<file path="src/kwm_pkg.sv">
// Package of register offsets, reset values and field positions for kwm.
package kwm_pkg;

  // ---------------------------------------------------------------------
  // Register byte offsets on the AXI4-Lite bus.
  // ---------------------------------------------------------------------
  localparam logic [7:0] KWM_OFF_KEY_MASK_HIGH  = 8'h00;
  localparam logic [7:0] KWM_OFF_KEY_MASK_LOW   = 8'h04;
  localparam logic [7:0] KWM_OFF_WAKE_MASK_HIGH = 8'h08;
  localparam logic [7:0] KWM_OFF_WAKE_MASK_LOW  = 8'h0C;
  localparam logic [7:0] KWM_OFF_SYS_CTRL_THREE = 8'h10;
  localparam logic [7:0] KWM_OFF_EVENT_STATUS   = 8'h14;
  localparam logic [7:0] KWM_OFF_EVENT_MASK     = 8'h18;

  // ---------------------------------------------------------------------
  // Values after reset.
  // ---------------------------------------------------------------------
  localparam logic [7:0] KWM_RST_KEY_MASK_HIGH  = 8'hFF;
  localparam logic [7:0] KWM_RST_KEY_MASK_LOW   = 8'hBF;
  localparam logic [7:0] KWM_RST_WAKE_MASK_HIGH = 8'hFF;
  localparam logic [7:0] KWM_RST_WAKE_MASK_LOW  = 8'hFF;
  localparam logic       KWM_RST_MODE           = 1'b0;
  localparam logic [3:0] KWM_RST_EVENT_STATUS   = 4'h0;
  localparam logic [3:0] KWM_RST_EVENT_MASK     = 4'h0;

  // ---------------------------------------------------------------------
  // Field positions.
  // ---------------------------------------------------------------------
  localparam int KWM_BIT_KEY_SIX   = 6;  // Key mask bit shared with pin six.
  localparam int KWM_BIT_MODE      = 0;  // Vector mode select in control.
  localparam int KWM_GRP_KEY_HIGH  = 0;  // Group event bit, key 15..8.
  localparam int KWM_GRP_KEY_LOW   = 1;  // Group event bit, key 7..0.
  localparam int KWM_GRP_WAKE_HIGH = 2;  // Group event bit, wake 15..8.
  localparam int KWM_GRP_WAKE_LOW  = 3;  // Group event bit, wake 7..0.

  // ---------------------------------------------------------------------
  // Bus answer codes.
  // ---------------------------------------------------------------------
  localparam logic [1:0] KWM_RESP_OKAY   = 2'h0;
  localparam logic [1:0] KWM_RESP_SLVERR = 2'h2;

endpackage : kwm_pkg

</file>
<file path="src/kwm_top.sv">
// Key-sense and wake-up input masking with interrupt six/seven routing.
`timescale 1ns/10ps
module kwm_top
  import kwm_pkg::*;
#(
  parameter int ADDR_W = 8  // Width of the AXI4-Lite byte address.
) (
  input  wire logic              ref_clk_in,
  input  wire logic              resetn_in,
  // AXI4-Lite slave.
  input  wire logic [ADDR_W-1:0] s_axi_awaddr_in,
  input  wire logic              s_axi_awvalid_in,
  output logic                   s_axi_awready_out,
  input  wire logic [31:0]       s_axi_wdata_in,
  input  wire logic [3:0]        s_axi_wstrb_in,
  input  wire logic              s_axi_wvalid_in,
  output logic                   s_axi_wready_out,
  output logic [1:0]             s_axi_bresp_out,
  output logic                   s_axi_bvalid_out,
  input  wire logic              s_axi_bready_in,
  input  wire logic [ADDR_W-1:0] s_axi_araddr_in,
  input  wire logic              s_axi_arvalid_in,
  output logic                   s_axi_arready_out,
  output logic [31:0]            s_axi_rdata_out,
  output logic [1:0]             s_axi_rresp_out,
  output logic                   s_axi_rvalid_out,
  input  wire logic              s_axi_rready_in,
  // Pins, all active low.
  input  wire logic [15:0]       key_sense_in,
  input  wire logic [15:0]       wakeup_in,
  input  wire logic              ext_int_six_pin_in,
  input  wire logic              ext_int_seven_pin_in,
  input  wire logic              alt_ext_int_six_pin_in,
  // Towards the interrupt controller.
  output logic                   ext_int_six_out,
  output logic                   ext_int_seven_out,
  output logic [3:0]             group_req_out,
  output logic                   irq_out
);

  // ---------------------------------------------------------------------
  // Functions.
  // ---------------------------------------------------------------------
  // Low while any input whose mask bit is zero is low.
  function automatic logic merge_low(input logic [7:0] pins,
                                     input logic [7:0] mask);
    merge_low = &(pins | mask);
  endfunction

  // High when a falling edge hits an unmasked input of a group.
  function automatic logic group_fall(input logic [7:0] prev,
                                      input logic [7:0] now,
                                      input logic [7:0] mask);
    group_fall = |(prev & ~now & ~mask);
  endfunction

  // ---------------------------------------------------------------------
  // Storage.
  // ---------------------------------------------------------------------
  logic [7:0]        key_mask_high;   // Mask for key inputs 15..8.
  logic [7:0]        key_mask_low;    // Mask for key inputs 7..0.
  logic [7:0]        wake_mask_high;  // Mask for wake inputs 15..8.
  logic [7:0]        wake_mask_low;   // Mask for wake inputs 7..0.
  logic              vector_mode_select; // Zero compatible, one extended.
  logic [3:0]        event_status;    // Sticky group event flags.
  logic [3:0]        event_mask;      // One lets a flag reach irq_out.
  logic [33:0]       pin_meta;        // First synchroniser stage.
  logic [33:0]       pin_sync;        // Second synchroniser stage.
  logic [31:0]       pin_prev;        // Last key/wake level for edges.
  logic              aw_held;         // Write address captured.
  logic              w_held;          // Write data captured.
  logic [ADDR_W-1:0] aw_addr;         // Captured write address.
  logic [31:0]       w_data;          // Captured write data.
  logic [3:0]        w_strb;          // Captured write strobes.

  // Synchronised pin views.
  logic [15:0] key_s;
  logic [15:0] wake_s;
  logic        six_pin_s;
  logic        seven_pin_s;
  logic        alt_six_s;
  assign key_s       = pin_sync[15:0];
  assign wake_s      = pin_sync[31:16];
  assign six_pin_s   = pin_sync[32];
  assign seven_pin_s = pin_sync[33];
  logic alt_meta;  // Alternate pin first stage; second is alt_six_s.

  // Write happens when both halves are held and no answer is pending.
  logic       do_write;
  logic       wr_lane0;
  logic [3:0] group_evt;
  assign do_write = aw_held && w_held && !s_axi_bvalid_out;
  assign wr_lane0 = do_write && w_strb[0];

  // ---------------------------------------------------------------------
  // Pin synchronisers.
  // ---------------------------------------------------------------------
  // Every pin is asynchronous, so two stages come before any logic. Idle
  // level of these active-low pins is high, which is the reset value.
  always_ff @(posedge ref_clk_in) begin
    if (!resetn_in) begin
      pin_meta <= '1;
      pin_sync <= '1;
      alt_meta <= 1'b1;
      alt_six_s <= 1'b1;
      pin_prev <= '1;
    end else begin
      pin_meta <= {ext_int_seven_pin_in, ext_int_six_pin_in,
                   wakeup_in, key_sense_in};
      pin_sync <= pin_meta;
      alt_meta <= alt_ext_int_six_pin_in;
      alt_six_s <= alt_meta;
      pin_prev <= {wake_s, key_s};  // Edge history only.
    end
  end

  // ---------------------------------------------------------------------
  // Mask registers.
  // ---------------------------------------------------------------------
  // Only byte lane 0 carries the eight mask bits; other lanes are ignored.
  always_ff @(posedge ref_clk_in) begin
    if (!resetn_in) begin
      key_mask_high  <= KWM_RST_KEY_MASK_HIGH;
      key_mask_low   <= KWM_RST_KEY_MASK_LOW;
      wake_mask_high <= KWM_RST_WAKE_MASK_HIGH;
      wake_mask_low  <= KWM_RST_WAKE_MASK_LOW;
    end else begin
      if (wr_lane0 && aw_addr[7:0] == KWM_OFF_KEY_MASK_HIGH) begin
        key_mask_high <= w_data[7:0];
      end
      if (wr_lane0 && aw_addr[7:0] == KWM_OFF_WAKE_MASK_HIGH) begin
        wake_mask_high <= w_data[7:0];
      end
      if (wr_lane0 && aw_addr[7:0] == KWM_OFF_WAKE_MASK_LOW) begin
        wake_mask_low <= w_data[7:0];
      end
      if (wr_lane0 && aw_addr[7:0] == KWM_OFF_KEY_MASK_LOW) begin
        key_mask_low <= w_data[7:0];
      end else if (wr_lane0 && aw_addr[7:0] == KWM_OFF_SYS_CTRL_THREE &&
                   w_data[KWM_BIT_MODE] && !vector_mode_select) begin
        // Entering extended mode forces key bit six to its masked value,
        // since the pin six path it also guarded no longer exists.
        key_mask_low[KWM_BIT_KEY_SIX] <= 1'b1;
      end
    end
  end

  // ---------------------------------------------------------------------
  // Mode select and interrupt registers.
  // ---------------------------------------------------------------------
  // Vector mode bit, and event mask (one lets a flag reach irq_out).
  always_ff @(posedge ref_clk_in) begin
    if (!resetn_in) begin
      vector_mode_select <= KWM_RST_MODE;
      event_mask         <= KWM_RST_EVENT_MASK;
    end else begin
      if (wr_lane0 && aw_addr[7:0] == KWM_OFF_SYS_CTRL_THREE) begin
        vector_mode_select <= w_data[KWM_BIT_MODE];
      end
      if (wr_lane0 && aw_addr[7:0] == KWM_OFF_EVENT_MASK) begin
        event_mask <= w_data[3:0];
      end
    end
  end

  // Sticky flags; writing one clears, a new event in the same cycle wins.
  always_ff @(posedge ref_clk_in) begin
    if (!resetn_in) begin
      event_status <= KWM_RST_EVENT_STATUS;
    end else if (wr_lane0 && aw_addr[7:0] == KWM_OFF_EVENT_STATUS) begin
      event_status <= (event_status & ~w_data[3:0]) | group_evt;
    end else begin
      event_status <= event_status | group_evt;
    end
  end

  // Level interrupt, high while any enabled flag is set.
  always_ff @(posedge ref_clk_in) begin
    if (!resetn_in) begin
      irq_out <= 1'b0;
    end else begin
      irq_out <= |(event_status & event_mask);
    end
  end

  // ---------------------------------------------------------------------
  // Extended-mode group requests.
  // ---------------------------------------------------------------------
  // Each group raises one vector on any unmasked falling edge; which
  // input caused it is not recorded anywhere.
  always_comb begin
    group_evt = 4'h0;
    if (vector_mode_select) begin
      group_evt[KWM_GRP_KEY_HIGH]  =
        group_fall(pin_prev[15:8], key_s[15:8], key_mask_high);
      group_evt[KWM_GRP_KEY_LOW]   =
        group_fall(pin_prev[7:0], key_s[7:0], key_mask_low);
      group_evt[KWM_GRP_WAKE_HIGH] =
        group_fall(pin_prev[31:24], wake_s[15:8], wake_mask_high);
      group_evt[KWM_GRP_WAKE_LOW]  =
        group_fall(pin_prev[23:16], wake_s[7:0], wake_mask_low);
    end
  end

  // One-cycle group request pulses to the interrupt controller.
  always_ff @(posedge ref_clk_in) begin
    if (!resetn_in) begin
      group_req_out <= 4'h0;
    end else begin
      group_req_out <= group_evt;
    end
  end

  // ---------------------------------------------------------------------
  // Interrupt six and seven source levels.
  // ---------------------------------------------------------------------
  // Outputs are active-low levels; the sense logic downstream must use
  // low-level or falling-edge detection in compatible mode.
  always_ff @(posedge ref_clk_in) begin
    if (!resetn_in) begin
      ext_int_six_out   <= 1'b1;
      ext_int_seven_out <= 1'b1;
    end else if (!vector_mode_select) begin
      // Pin six is passed only while key bit six is zero, and the
      // alternate pin is not looked at.
      ext_int_six_out <=
        merge_low(key_s[7:0], key_mask_low) &
        (six_pin_s | key_mask_low[KWM_BIT_KEY_SIX]);
      // Pin seven is ignored once any shared mask bit is zero.
      ext_int_seven_out <=
        merge_low(key_s[15:8], key_mask_high) &
        merge_low(wake_s[7:0], wake_mask_low) &
        (seven_pin_s |
         ~(&{key_mask_high, wake_mask_low}));
    end else begin
      // Key bit six no longer touches interrupt six.
      ext_int_six_out   <= alt_six_s;
      ext_int_seven_out <= seven_pin_s;
    end
  end

  // ---------------------------------------------------------------------
  // AXI4-Lite write channel.
  // ---------------------------------------------------------------------
  // Address and data are taken independently; ready drops while held so
  // a second write cannot overrun the first.
  always_ff @(posedge ref_clk_in) begin
    if (!resetn_in) begin
      aw_held <= 1'b0;
      aw_addr <= '0;
    end else if (s_axi_awvalid_in && s_axi_awready_out) begin
      aw_held <= 1'b1;
      aw_addr <= s_axi_awaddr_in;
    end else if (do_write) begin
      aw_held <= 1'b0;
    end
  end

  // Write data capture.
  always_ff @(posedge ref_clk_in) begin
    if (!resetn_in) begin
      w_held <= 1'b0;
      w_data <= '0;
      w_strb <= '0;
    end else if (s_axi_wvalid_in && s_axi_wready_out) begin
      w_held <= 1'b1;
      w_data <= s_axi_wdata_in;
      w_strb <= s_axi_wstrb_in;
    end else if (do_write) begin
      w_held <= 1'b0;
    end
  end

  // Ready flags: high while nothing is held, from a flop.
  always_ff @(posedge ref_clk_in) begin
    if (!resetn_in) begin
      s_axi_awready_out <= 1'b0;
      s_axi_wready_out  <= 1'b0;
    end else begin
      s_axi_awready_out <= !aw_held &&
                           !(s_axi_awvalid_in && s_axi_awready_out);
      s_axi_wready_out  <= !w_held &&
                           !(s_axi_wvalid_in && s_axi_wready_out);
    end
  end

  // Write response, SLVERR for an unmapped address.
  always_ff @(posedge ref_clk_in) begin
    if (!resetn_in) begin
      s_axi_bvalid_out <= 1'b0;
      s_axi_bresp_out  <= KWM_RESP_OKAY;
    end else if (do_write) begin
      s_axi_bvalid_out <= 1'b1;
      s_axi_bresp_out  <= addr_ok(aw_addr) ? KWM_RESP_OKAY : KWM_RESP_SLVERR;
    end else if (s_axi_bready_in) begin
      s_axi_bvalid_out <= 1'b0;
    end
  end

  // Address decode shared by both directions.
  function automatic logic addr_ok(input logic [ADDR_W-1:0] a);
    case (a[7:0])
      KWM_OFF_KEY_MASK_HIGH, KWM_OFF_KEY_MASK_LOW, KWM_OFF_WAKE_MASK_HIGH,
      KWM_OFF_WAKE_MASK_LOW, KWM_OFF_SYS_CTRL_THREE, KWM_OFF_EVENT_STATUS,
      KWM_OFF_EVENT_MASK: addr_ok = 1'b1;
      default: addr_ok = 1'b0;
    endcase
  endfunction

  // ---------------------------------------------------------------------
  // AXI4-Lite read channel.
  // ---------------------------------------------------------------------
  // Read data mux; upper bits read as zero.
  logic [31:0] rd_word;
  always_comb begin
    rd_word = 32'h0000_0000;
    case (s_axi_araddr_in[7:0])
      KWM_OFF_KEY_MASK_HIGH:  rd_word[7:0] = key_mask_high;
      KWM_OFF_KEY_MASK_LOW:   rd_word[7:0] = key_mask_low;
      KWM_OFF_WAKE_MASK_HIGH: rd_word[7:0] = wake_mask_high;
      KWM_OFF_WAKE_MASK_LOW:  rd_word[7:0] = wake_mask_low;
      KWM_OFF_SYS_CTRL_THREE: rd_word[KWM_BIT_MODE] = vector_mode_select;
      KWM_OFF_EVENT_STATUS:   rd_word[3:0] = event_status;
      KWM_OFF_EVENT_MASK:     rd_word[3:0] = event_mask;
      default:                rd_word = 32'h0000_0000;
    endcase
  end

  // Address taken in a cycle with arready high; data the cycle after.
  always_ff @(posedge ref_clk_in) begin
    if (!resetn_in) begin
      s_axi_arready_out <= 1'b0;
      s_axi_rvalid_out  <= 1'b0;
      s_axi_rdata_out   <= 32'h0000_0000;
      s_axi_rresp_out   <= KWM_RESP_OKAY;
    end else if (s_axi_arvalid_in && s_axi_arready_out) begin
      s_axi_arready_out <= 1'b0;
      s_axi_rvalid_out  <= 1'b1;
      s_axi_rdata_out   <= rd_word;
      s_axi_rresp_out   <= addr_ok(s_axi_araddr_in) ? KWM_RESP_OKAY
                                                    : KWM_RESP_SLVERR;
    end else if (s_axi_rvalid_out) begin
      if (s_axi_rready_in) begin
        s_axi_rvalid_out  <= 1'b0;
        s_axi_arready_out <= 1'b1;
      end
    end else begin
      s_axi_arready_out <= 1'b1;
    end
  end

endmodule // kwm_top

</file>
<file path="config.mk">
export PLATFORM = sky130hd
export DESIGN_NAME = kwm_top
export DESIGN_NICKNAME = d
export VERILOG_FILES = /design/src/kwm_pkg.sv /design/src/kwm_top.sv
export SDC_FILE = /design/constraint.sdc
export NUM_CORES = 1
export LEC_CHECK = 0
export BUFFER_PORTS_ARGS = -buffer_cell sky130_fd_sc_hd__buf_4
export CORE_ASPECT_RATIO = 1.75
export CORE_MARGIN = 4
export CORE_UTILIZATION = 40
export DETAILED_ROUTE_END_ITERATION = 8
export GPL_ROUTABILITY_DRIVEN = 0
export HOLD_SLACK_MARGIN = 0.12
export PLACE_DENSITY = 0.66
export SLEW_MARGIN = 15
export SYNTH_ARGS = -nofsm -noshare
export SYNTH_HDL_FRONTEND = slang
export SYNTH_SLANG_ARGS = --single-unit
</file>
<file path="constraint.sdc">
create_clock -name ref_clk_in -period 2.6 [get_ports ref_clk_in]
set_clock_uncertainty 0.2 [all_clocks]
set_input_delay 0.13 -clock ref_clk_in [delete_from_list [all_inputs] [get_ports ref_clk_in]]
set_output_delay 0.13 -clock ref_clk_in [all_outputs]
set_load 0.01 [all_outputs]
</file>
== Word level (Yosys, flattened, before mapping) ==
Index checks and enable logic that the tools add are counted.

* Bits of input ports: 94
* Flip-flop bits (word level): 186
* Output and inout port bits: 48
* Logic and storage cells: 142

* Bitwise operators: 31
* Mux-type cells: 27
* Reduce and logical (&&, ||, !) cells: 41
* Equal/unequal tests: 13

{| class="wikitable"
|+ Operator list
! cell !! number
|-
| AND 8 bit || 8
|-
| NOT 8 bit || 8
|-
| == test 8 x 5 -> 1 bit (second input constant) || 6
|-
| == test 8 x 4 -> 1 bit (second input constant) || 4
|-
| OR reduction 8 bit || 4
|-
| OR 8 bit || 3
|-
| AND reduction 8 bit || 3
|-
| 2-to-1 mux 1 bit || 20
|-
| one-hot mux 3 bit (6 select lines) || 1
|-
| logical AND 1 bit || 17
|-
| == test 8 x 3 -> 1 bit (second input constant) || 2
|-
| logical NOT 8 bit || 2
|-
| one-hot mux 4 bit (4 select lines) || 1
|-
| AND reduction 16 bit || 1
|-
| OR reduction 7 bit || 2
|-
| AND 4 bit || 2
|-
| 2-to-1 mux 4 bit || 2
|-
| OR 4 bit || 2
|-
| nonzero test 2 bit || 4
|-
| one-hot mux 1 bit (7 select lines) || 1
|-
| logical NOT 1 bit || 6
|-
| 2-to-1 mux 2 bit || 2
|-
| NOT 4 bit || 1
|-
| OR reduction 4 bit || 1
|-
| other kinds (5) || 9
|}

== Longest topological paths before layout ==
* Depth after elaboration: 8
* Gate-level depth with buffers: 6
* Gate-level depth less buffers: 5

== Worst setup path after synthesis ==
Ideal clock, no wire load.

* Kind: flip-flop to flip-flop
* Start: register aw_addr[0]
* End: register key_mask_low[1]
* Required time: 2271 ps
* Path buffers: 1
* Arrival time: 1693 ps
* Setup time: 129 ps
* Stages on the path, launching flop included: 7
* Slack: 578 ps
* Period minus slack after synthesis: 2022 ps
* Path through: dfxtp_1 or4_4 nor4_4 and2_1 buf_6 mux2i_1 nand2_1

* Longest elaborated chain between the ends: 2

{| class="wikitable"
|+ RTL lines
! what !! RTL line !! source
|-
| start, declared || kwm_top.sv:72 || <nowiki>logic [ADDR_W-1:0] aw_addr;</nowiki>
|-
| start signal, assigned || kwm_top.sv:253 || <nowiki>aw_addr <= s_axi_awaddr_in;</nowiki>
|-
| == test 8 x 3 -> 1 bit || kwm_top.sv:137 || <nowiki>if (wr_lane0 && aw_addr[7:0] == KWM_OFF_KEY_MASK_LOW) begin</nowiki>
|-
| logical AND 1 bit || kwm_top.sv:137 ||
|-
| end signal, assigned || kwm_top.sv:138 || <nowiki>key_mask_low <= w_data[7:0];</nowiki>
|-
| end, declared || kwm_top.sv:61 || <nowiki>logic [7:0] key_mask_low;</nowiki>
|}

Every way passes these cells.
A chain may end at the register's enable or synchronous reset.

== Final worst setup path ==
* Start: register aw_addr[0]
* End: register key_mask_low[5]

Same word-level chain as after synthesis.

==> impl_results.html <==
<table>
<tr><th>Metric</th><th>Value</th></tr>
<tr><th colspan="2">Global route</th></tr>
<tr><td>Vias in the first global route</td><td>5,135</td></tr>
<tr><td>GRT Residual Overflow</td><td>0</td></tr>
<tr><td>Maximum number of pins on one net before global-route repair</td><td>68</td></tr>
<tr><td>Global-route wire length before repair</td><td>24,800 microns</td></tr>
<tr><td>Total global-route track usage</td><td>17.0%</td></tr>
<tr><td>Initial antenna violation count</td><td>0</td></tr>
<tr><th colspan="2">Outcome</th></tr>
<tr><td>Run status</td><td>completed</td></tr>
<tr><th colspan="2">STA</th></tr>
<tr><td>Final setup violation count</td><td>0</td></tr>
<tr><td>Achievable clock frequency</td><td>421 MHz</td></tr>
<tr><td>Post-route setup TNS</td><td>0 ps</td></tr>
<tr><td>Setup repair after global routing missed its margin</td><td>no</td></tr>
<tr><td>Final Hold Fails</td><td>0</td></tr>
<tr><td>Transition time of the tightest slew-check pin</td><td>665 ps</td></tr>
<tr><td>Final critical path time including I/O delays and setup</td><td>2370 ps</td></tr>
<tr><td>Period utilisation layout</td><td>91.3%</td></tr>
<tr><td>Final Max Tran Viols</td><td>0</td></tr>
<tr><td>Smallest setup slack after layout</td><td>226 ps</td></tr>
<tr><td>Max-slew headroom</td><td>55.7%</td></tr>
<tr><th colspan="2">Critical path</th></tr>
<tr><td>Launch point of the worst path</td><td>aw_addr[0]</td></tr>
<tr><td>Category of the most critical setup path</td><td>flip-flop to flip-flop</td></tr>
<tr><td>Kind of start point of the critical path</td><td>flip-flop</td></tr>
<tr><td>Biggest fanout along the worst timing path</td><td>8</td></tr>
<tr><td>CP required</td><td>2690 ps</td></tr>
<tr><td>Data arrival time of the worst path</td><td>2470 ps</td></tr>
<tr><td>Reg-to-reg critical path startpoint</td><td>aw_addr[0]</td></tr>
<tr><td>Critical path capture point type</td><td>flip-flop</td></tr>
<tr><td>Reg2Reg Setup Slack</td><td>230 ps</td></tr>
<tr><th colspan="2">Synth</th></tr>
<tr><td>Post-Synthesis Cell Area</td><td>6490 sq um</td></tr>
<tr><td>Area share of the leading cell type in the synthesized netlist</td><td>56.7%</td></tr>
<tr><td>Count of flip-flops with a built-in enable after synthesis</td><td>0</td></tr>
<tr><td>Seq cells post-synth</td><td>184</td></tr>
<tr><td>Async set-reset flop share out of synthesis</td><td>0%</td></tr>
<tr><td>Yosys top cell by area</td><td>sky130_fd_sc_hd__dfxtp_1</td></tr>
<tr><td>Yosys cell types</td><td>46</td></tr>
<tr><td>Main flop type after synthesis</td><td>sky130_fd_sc_hd__dfxtp_1</td></tr>
<tr><td>Yosys warns</td><td>0</td></tr>
<tr><td>Mean instance size in the synthesized netlist</td><td>9.65 sq um</td></tr>
<tr><td>Post-synthesis instance total</td><td>673</td></tr>
<tr><td>Top cells by area in the synthesized netlist</td><td>sky130_fd_sc_hd__dfxtp_1 57%, sky130_fd_sc_hd__nand2b_1 10%, sky130_fd_sc_hd__nand2_1 6.4%</td></tr>
<tr><td>Portion of the post-synthesis area used by sequential elements</td><td>56.7%</td></tr>
<tr><th colspan="2">Cells and area</th></tr>
<tr><td>Fin nets</td><td>945</td></tr>
<tr><td>Fin cells</td><td>1,053</td></tr>
<tr><td>Most frequent cells in the layout</td><td>184 x sky130_fd_sc_hd__dfxtp_1, 111 x sky130_fd_sc_hd__nand2_1, 106 x sky130_fd_sc_hd__nand2b_1, 99 x sky130_fd_sc_hd__dlygate4sd3_1, 91 x sky130_fd_sc_hd__buf_4</td></tr>
<tr><td>Ant diodes</td><td>0</td></tr>
<tr><td>P&amp;R area growth vs syn</td><td>34.5%</td></tr>
<tr><td>Most frequent standard cell in the layout excluding fill and tap cells</td><td>sky130_fd_sc_hd__dfxtp_1</td></tr>
<tr><td>Share of final-layout standard cells stronger than drive strength 1</td><td>16.3%</td></tr>
<tr><td>Post-route standard cell area excluding fillers</td><td>8730 sq um</td></tr>
<tr><th colspan="2">Clock tree</th></tr>
<tr><td>Cell at the root of the clock tree</td><td>sky130_fd_sc_hd__clkbuf_16</td></tr>
<tr><td>Insertion delay to the later sink of the worst-skew pair</td><td>430 ps</td></tr>
<tr><td>TritonCTS buffer count</td><td>17</td></tr>
<tr><td>Clock tree from TritonCTS</td><td>built</td></tr>
<tr><td>Clock transition at the registers of the reported paths</td><td>70 ps</td></tr>
<tr><td>Maximum buffer depth of the clock tree</td><td>2</td></tr>
<tr><td>Buffer count from post-CTS setup fixing</td><td>0</td></tr>
<tr><td>Total clock sinks</td><td>184</td></tr>
<tr><td>Maximum level of the CTS H-tree</td><td>4</td></tr>
<tr><th colspan="2">Detailed routing</th></tr>
<tr><td>Routed WL per cell</td><td>14.8 microns</td></tr>
<tr><td>Total wire length after detailed routing</td><td>15,600 microns</td></tr>
<tr><td>Final ANT Viol Nets</td><td>0</td></tr>
<tr><td>Number of search-and-repair iterations in the first detailed-routing pass</td><td>5</td></tr>
<tr><td>Vias after detailed routing</td><td>5,261</td></tr>
<tr><td>DRC violation total after the first TritonRoute iteration</td><td>210</td></tr>
<tr><td>DR DRC count</td><td>0</td></tr>
<tr><td>DR vias/cell</td><td>5.00</td></tr>
<tr><th colspan="2">Job</th></tr>
<tr><td>Total of max-cap violations</td><td>0</td></tr>
<tr><th colspan="2">Floorplan</th></tr>
<tr><td>Standard-cell row count</td><td>61</td></tr>
<tr><td>Chip width</td><td>104 microns</td></tr>
<tr><td>Floorplan die area</td><td>18,400 sq um</td></tr>
<tr><td>Initial core utilization</td><td>40.7%</td></tr>
<tr><td>Placeable Area</td><td>16,000 sq um</td></tr>
<tr><td>Num ports</td><td>142</td></tr>
<tr><td>Overall die height</td><td>177 microns</td></tr>
<tr><th colspan="2">Pwr</th></tr>
<tr><td>Worst voltage drop across the vdd grid</td><td>359 uV</td></tr>
<tr><td>Leakage</td><td>3.55 nW</td></tr>
<tr><td>Power density of the placed cells</td><td>661 nW/um^2</td></tr>
<tr><th colspan="2">Placed design</th></tr>
<tr><td>Port Buffers</td><td>88</td></tr>
<tr><td>Worst slack at placement</td><td>222 ps</td></tr>
<tr><td>Placement-stage cell area</td><td>7180 sq um</td></tr>
<tr><td>Placed instance count</td><td>922</td></tr>
<tr><td>Post-detail-place hpwl</td><td>11,000 microns</td></tr>
<tr><th colspan="2">Hold path</th></tr>
<tr><td>Source of the worst hold timing path</td><td>pin_meta[11]</td></tr>
<tr><td>Worst hold-check path type</td><td>flip-flop to flip-flop</td></tr>
</table>
==> cells by family after synthesis <==
group                  Yosys count  share of synthesized area [%]
multiplexers                    20                           4.28
AO/OA/AOI/OAI                   80                           7.88
AND/OR/NAND/NOR                328                           25.8
other                            1                         0.0578
flip-flops                     184                           56.7
buffers and inverters           60                           5.22
==> final cells by class <==
type,instances,area [sq um]
clock inverters,15,136
repair buffers,190,1670
well taps,189,236
multi-input cells,454,2560
fillers,1400,7220
inverters,4,15.0
clock buffers,17,425
flip-flops and latches,184,3680
==> worst paths after layout <==
kind | endpoint | cells after the start
setup / recovery | key_mask_low[5] | 5
hold / removal | pin_sync[11] | 1
setup reg to reg | key_mask_low[5] | 5
hold reg to reg | pin_sync[11] | 1
==> metrics by stage <==
| stage | hold slack, ps | utilization, % | total power [mW] |
|---|---|---|---|
| after detailed placement | 115 | 45.0 | 3.31 |
| after floorplan | 31.5 | - | 3.20 |
| final | 205 | 54.8 | 5.78 |
| after global routing | 216 | 54.8 | 5.99 |
| after global placement | 116 | 45.0 | 3.30 |
| after CTS | 207 | 54.8 | 5.82 |
==> per-layer routing <==
| layer | track usage [%] | part of all wire (%) |
|---|---|---|
| met3 | 3.33 | 5.8 |
| met4 | 11.7 | 5.9 |
| met2 | 31.3 | 53 |
| met5 | 0 | 0 |
| met1 | 16.9 | 35 |
==> cell usage after synthesis (all sizes together), types with 2 or more instances <==
| cell | n |
|---|---|
| dfxtp | 184 |
| nand2 | 111 |
| nand2b | 106 |
| nor2 | 40 |
| buf | 34 |
| nand3 | 32 |
| a21oi | 29 |
| clkbuf | 22 |
| a22oi | 16 |
| o21ai | 16 |
| mux2i | 12 |
| mux4 | 6 |
| nand4 | 6 |
| nor4 | 6 |
| and2 | 5 |
| nor3b | 5 |
| a22o | 4 |
| inv | 4 |
| a31o | 3 |
| a41oi | 3 |
| nor2b | 3 |
| nor3 | 3 |
| or4 | 3 |
| and3 | 2 |
| mux2 | 2 |
| nor4b | 2 |
==> power by group <==
group          total, mW  internal, mW  leakage (nW)  switching, mW
registers           2.96          2.90          1.51         0.0512
clock network       2.42          1.26         0.268           1.16
logic              0.396         0.236          1.77          0.160
==> critical path, cell delays in order, from the launching register on <==
cell and delay (ps):
sky130_fd_sc_hd__dfxtp_1 320, sky130_fd_sc_hd__or4_4 570, sky130_fd_sc_hd__nor4_4 350, sky130_fd_sc_hd__and2_1 480
sky130_fd_sc_hd__mux2i_1 250, sky130_fd_sc_hd__nand2_1 70
==> what timing repair did <==
action | CTS | global route
endpoints found under the hold margin | 88 | 0
hold buffers | 99 | 0
gates resized for setup | 0 | 0
==> registers in the layout, summed over array words and instances (netlist names), 4 cells and up <==
name and flops:
key_mask_low 8, key_mask_high 8, pin_sync 34, event_status 4
wake_mask_low 8, wake_mask_high 8, pin_meta 34, event_mask 4
pin_prev 32, group_req_out 4, s_axi_rdata_out 8, w_data 8
aw_addr 8
Power figures use the tool's default switching activity.
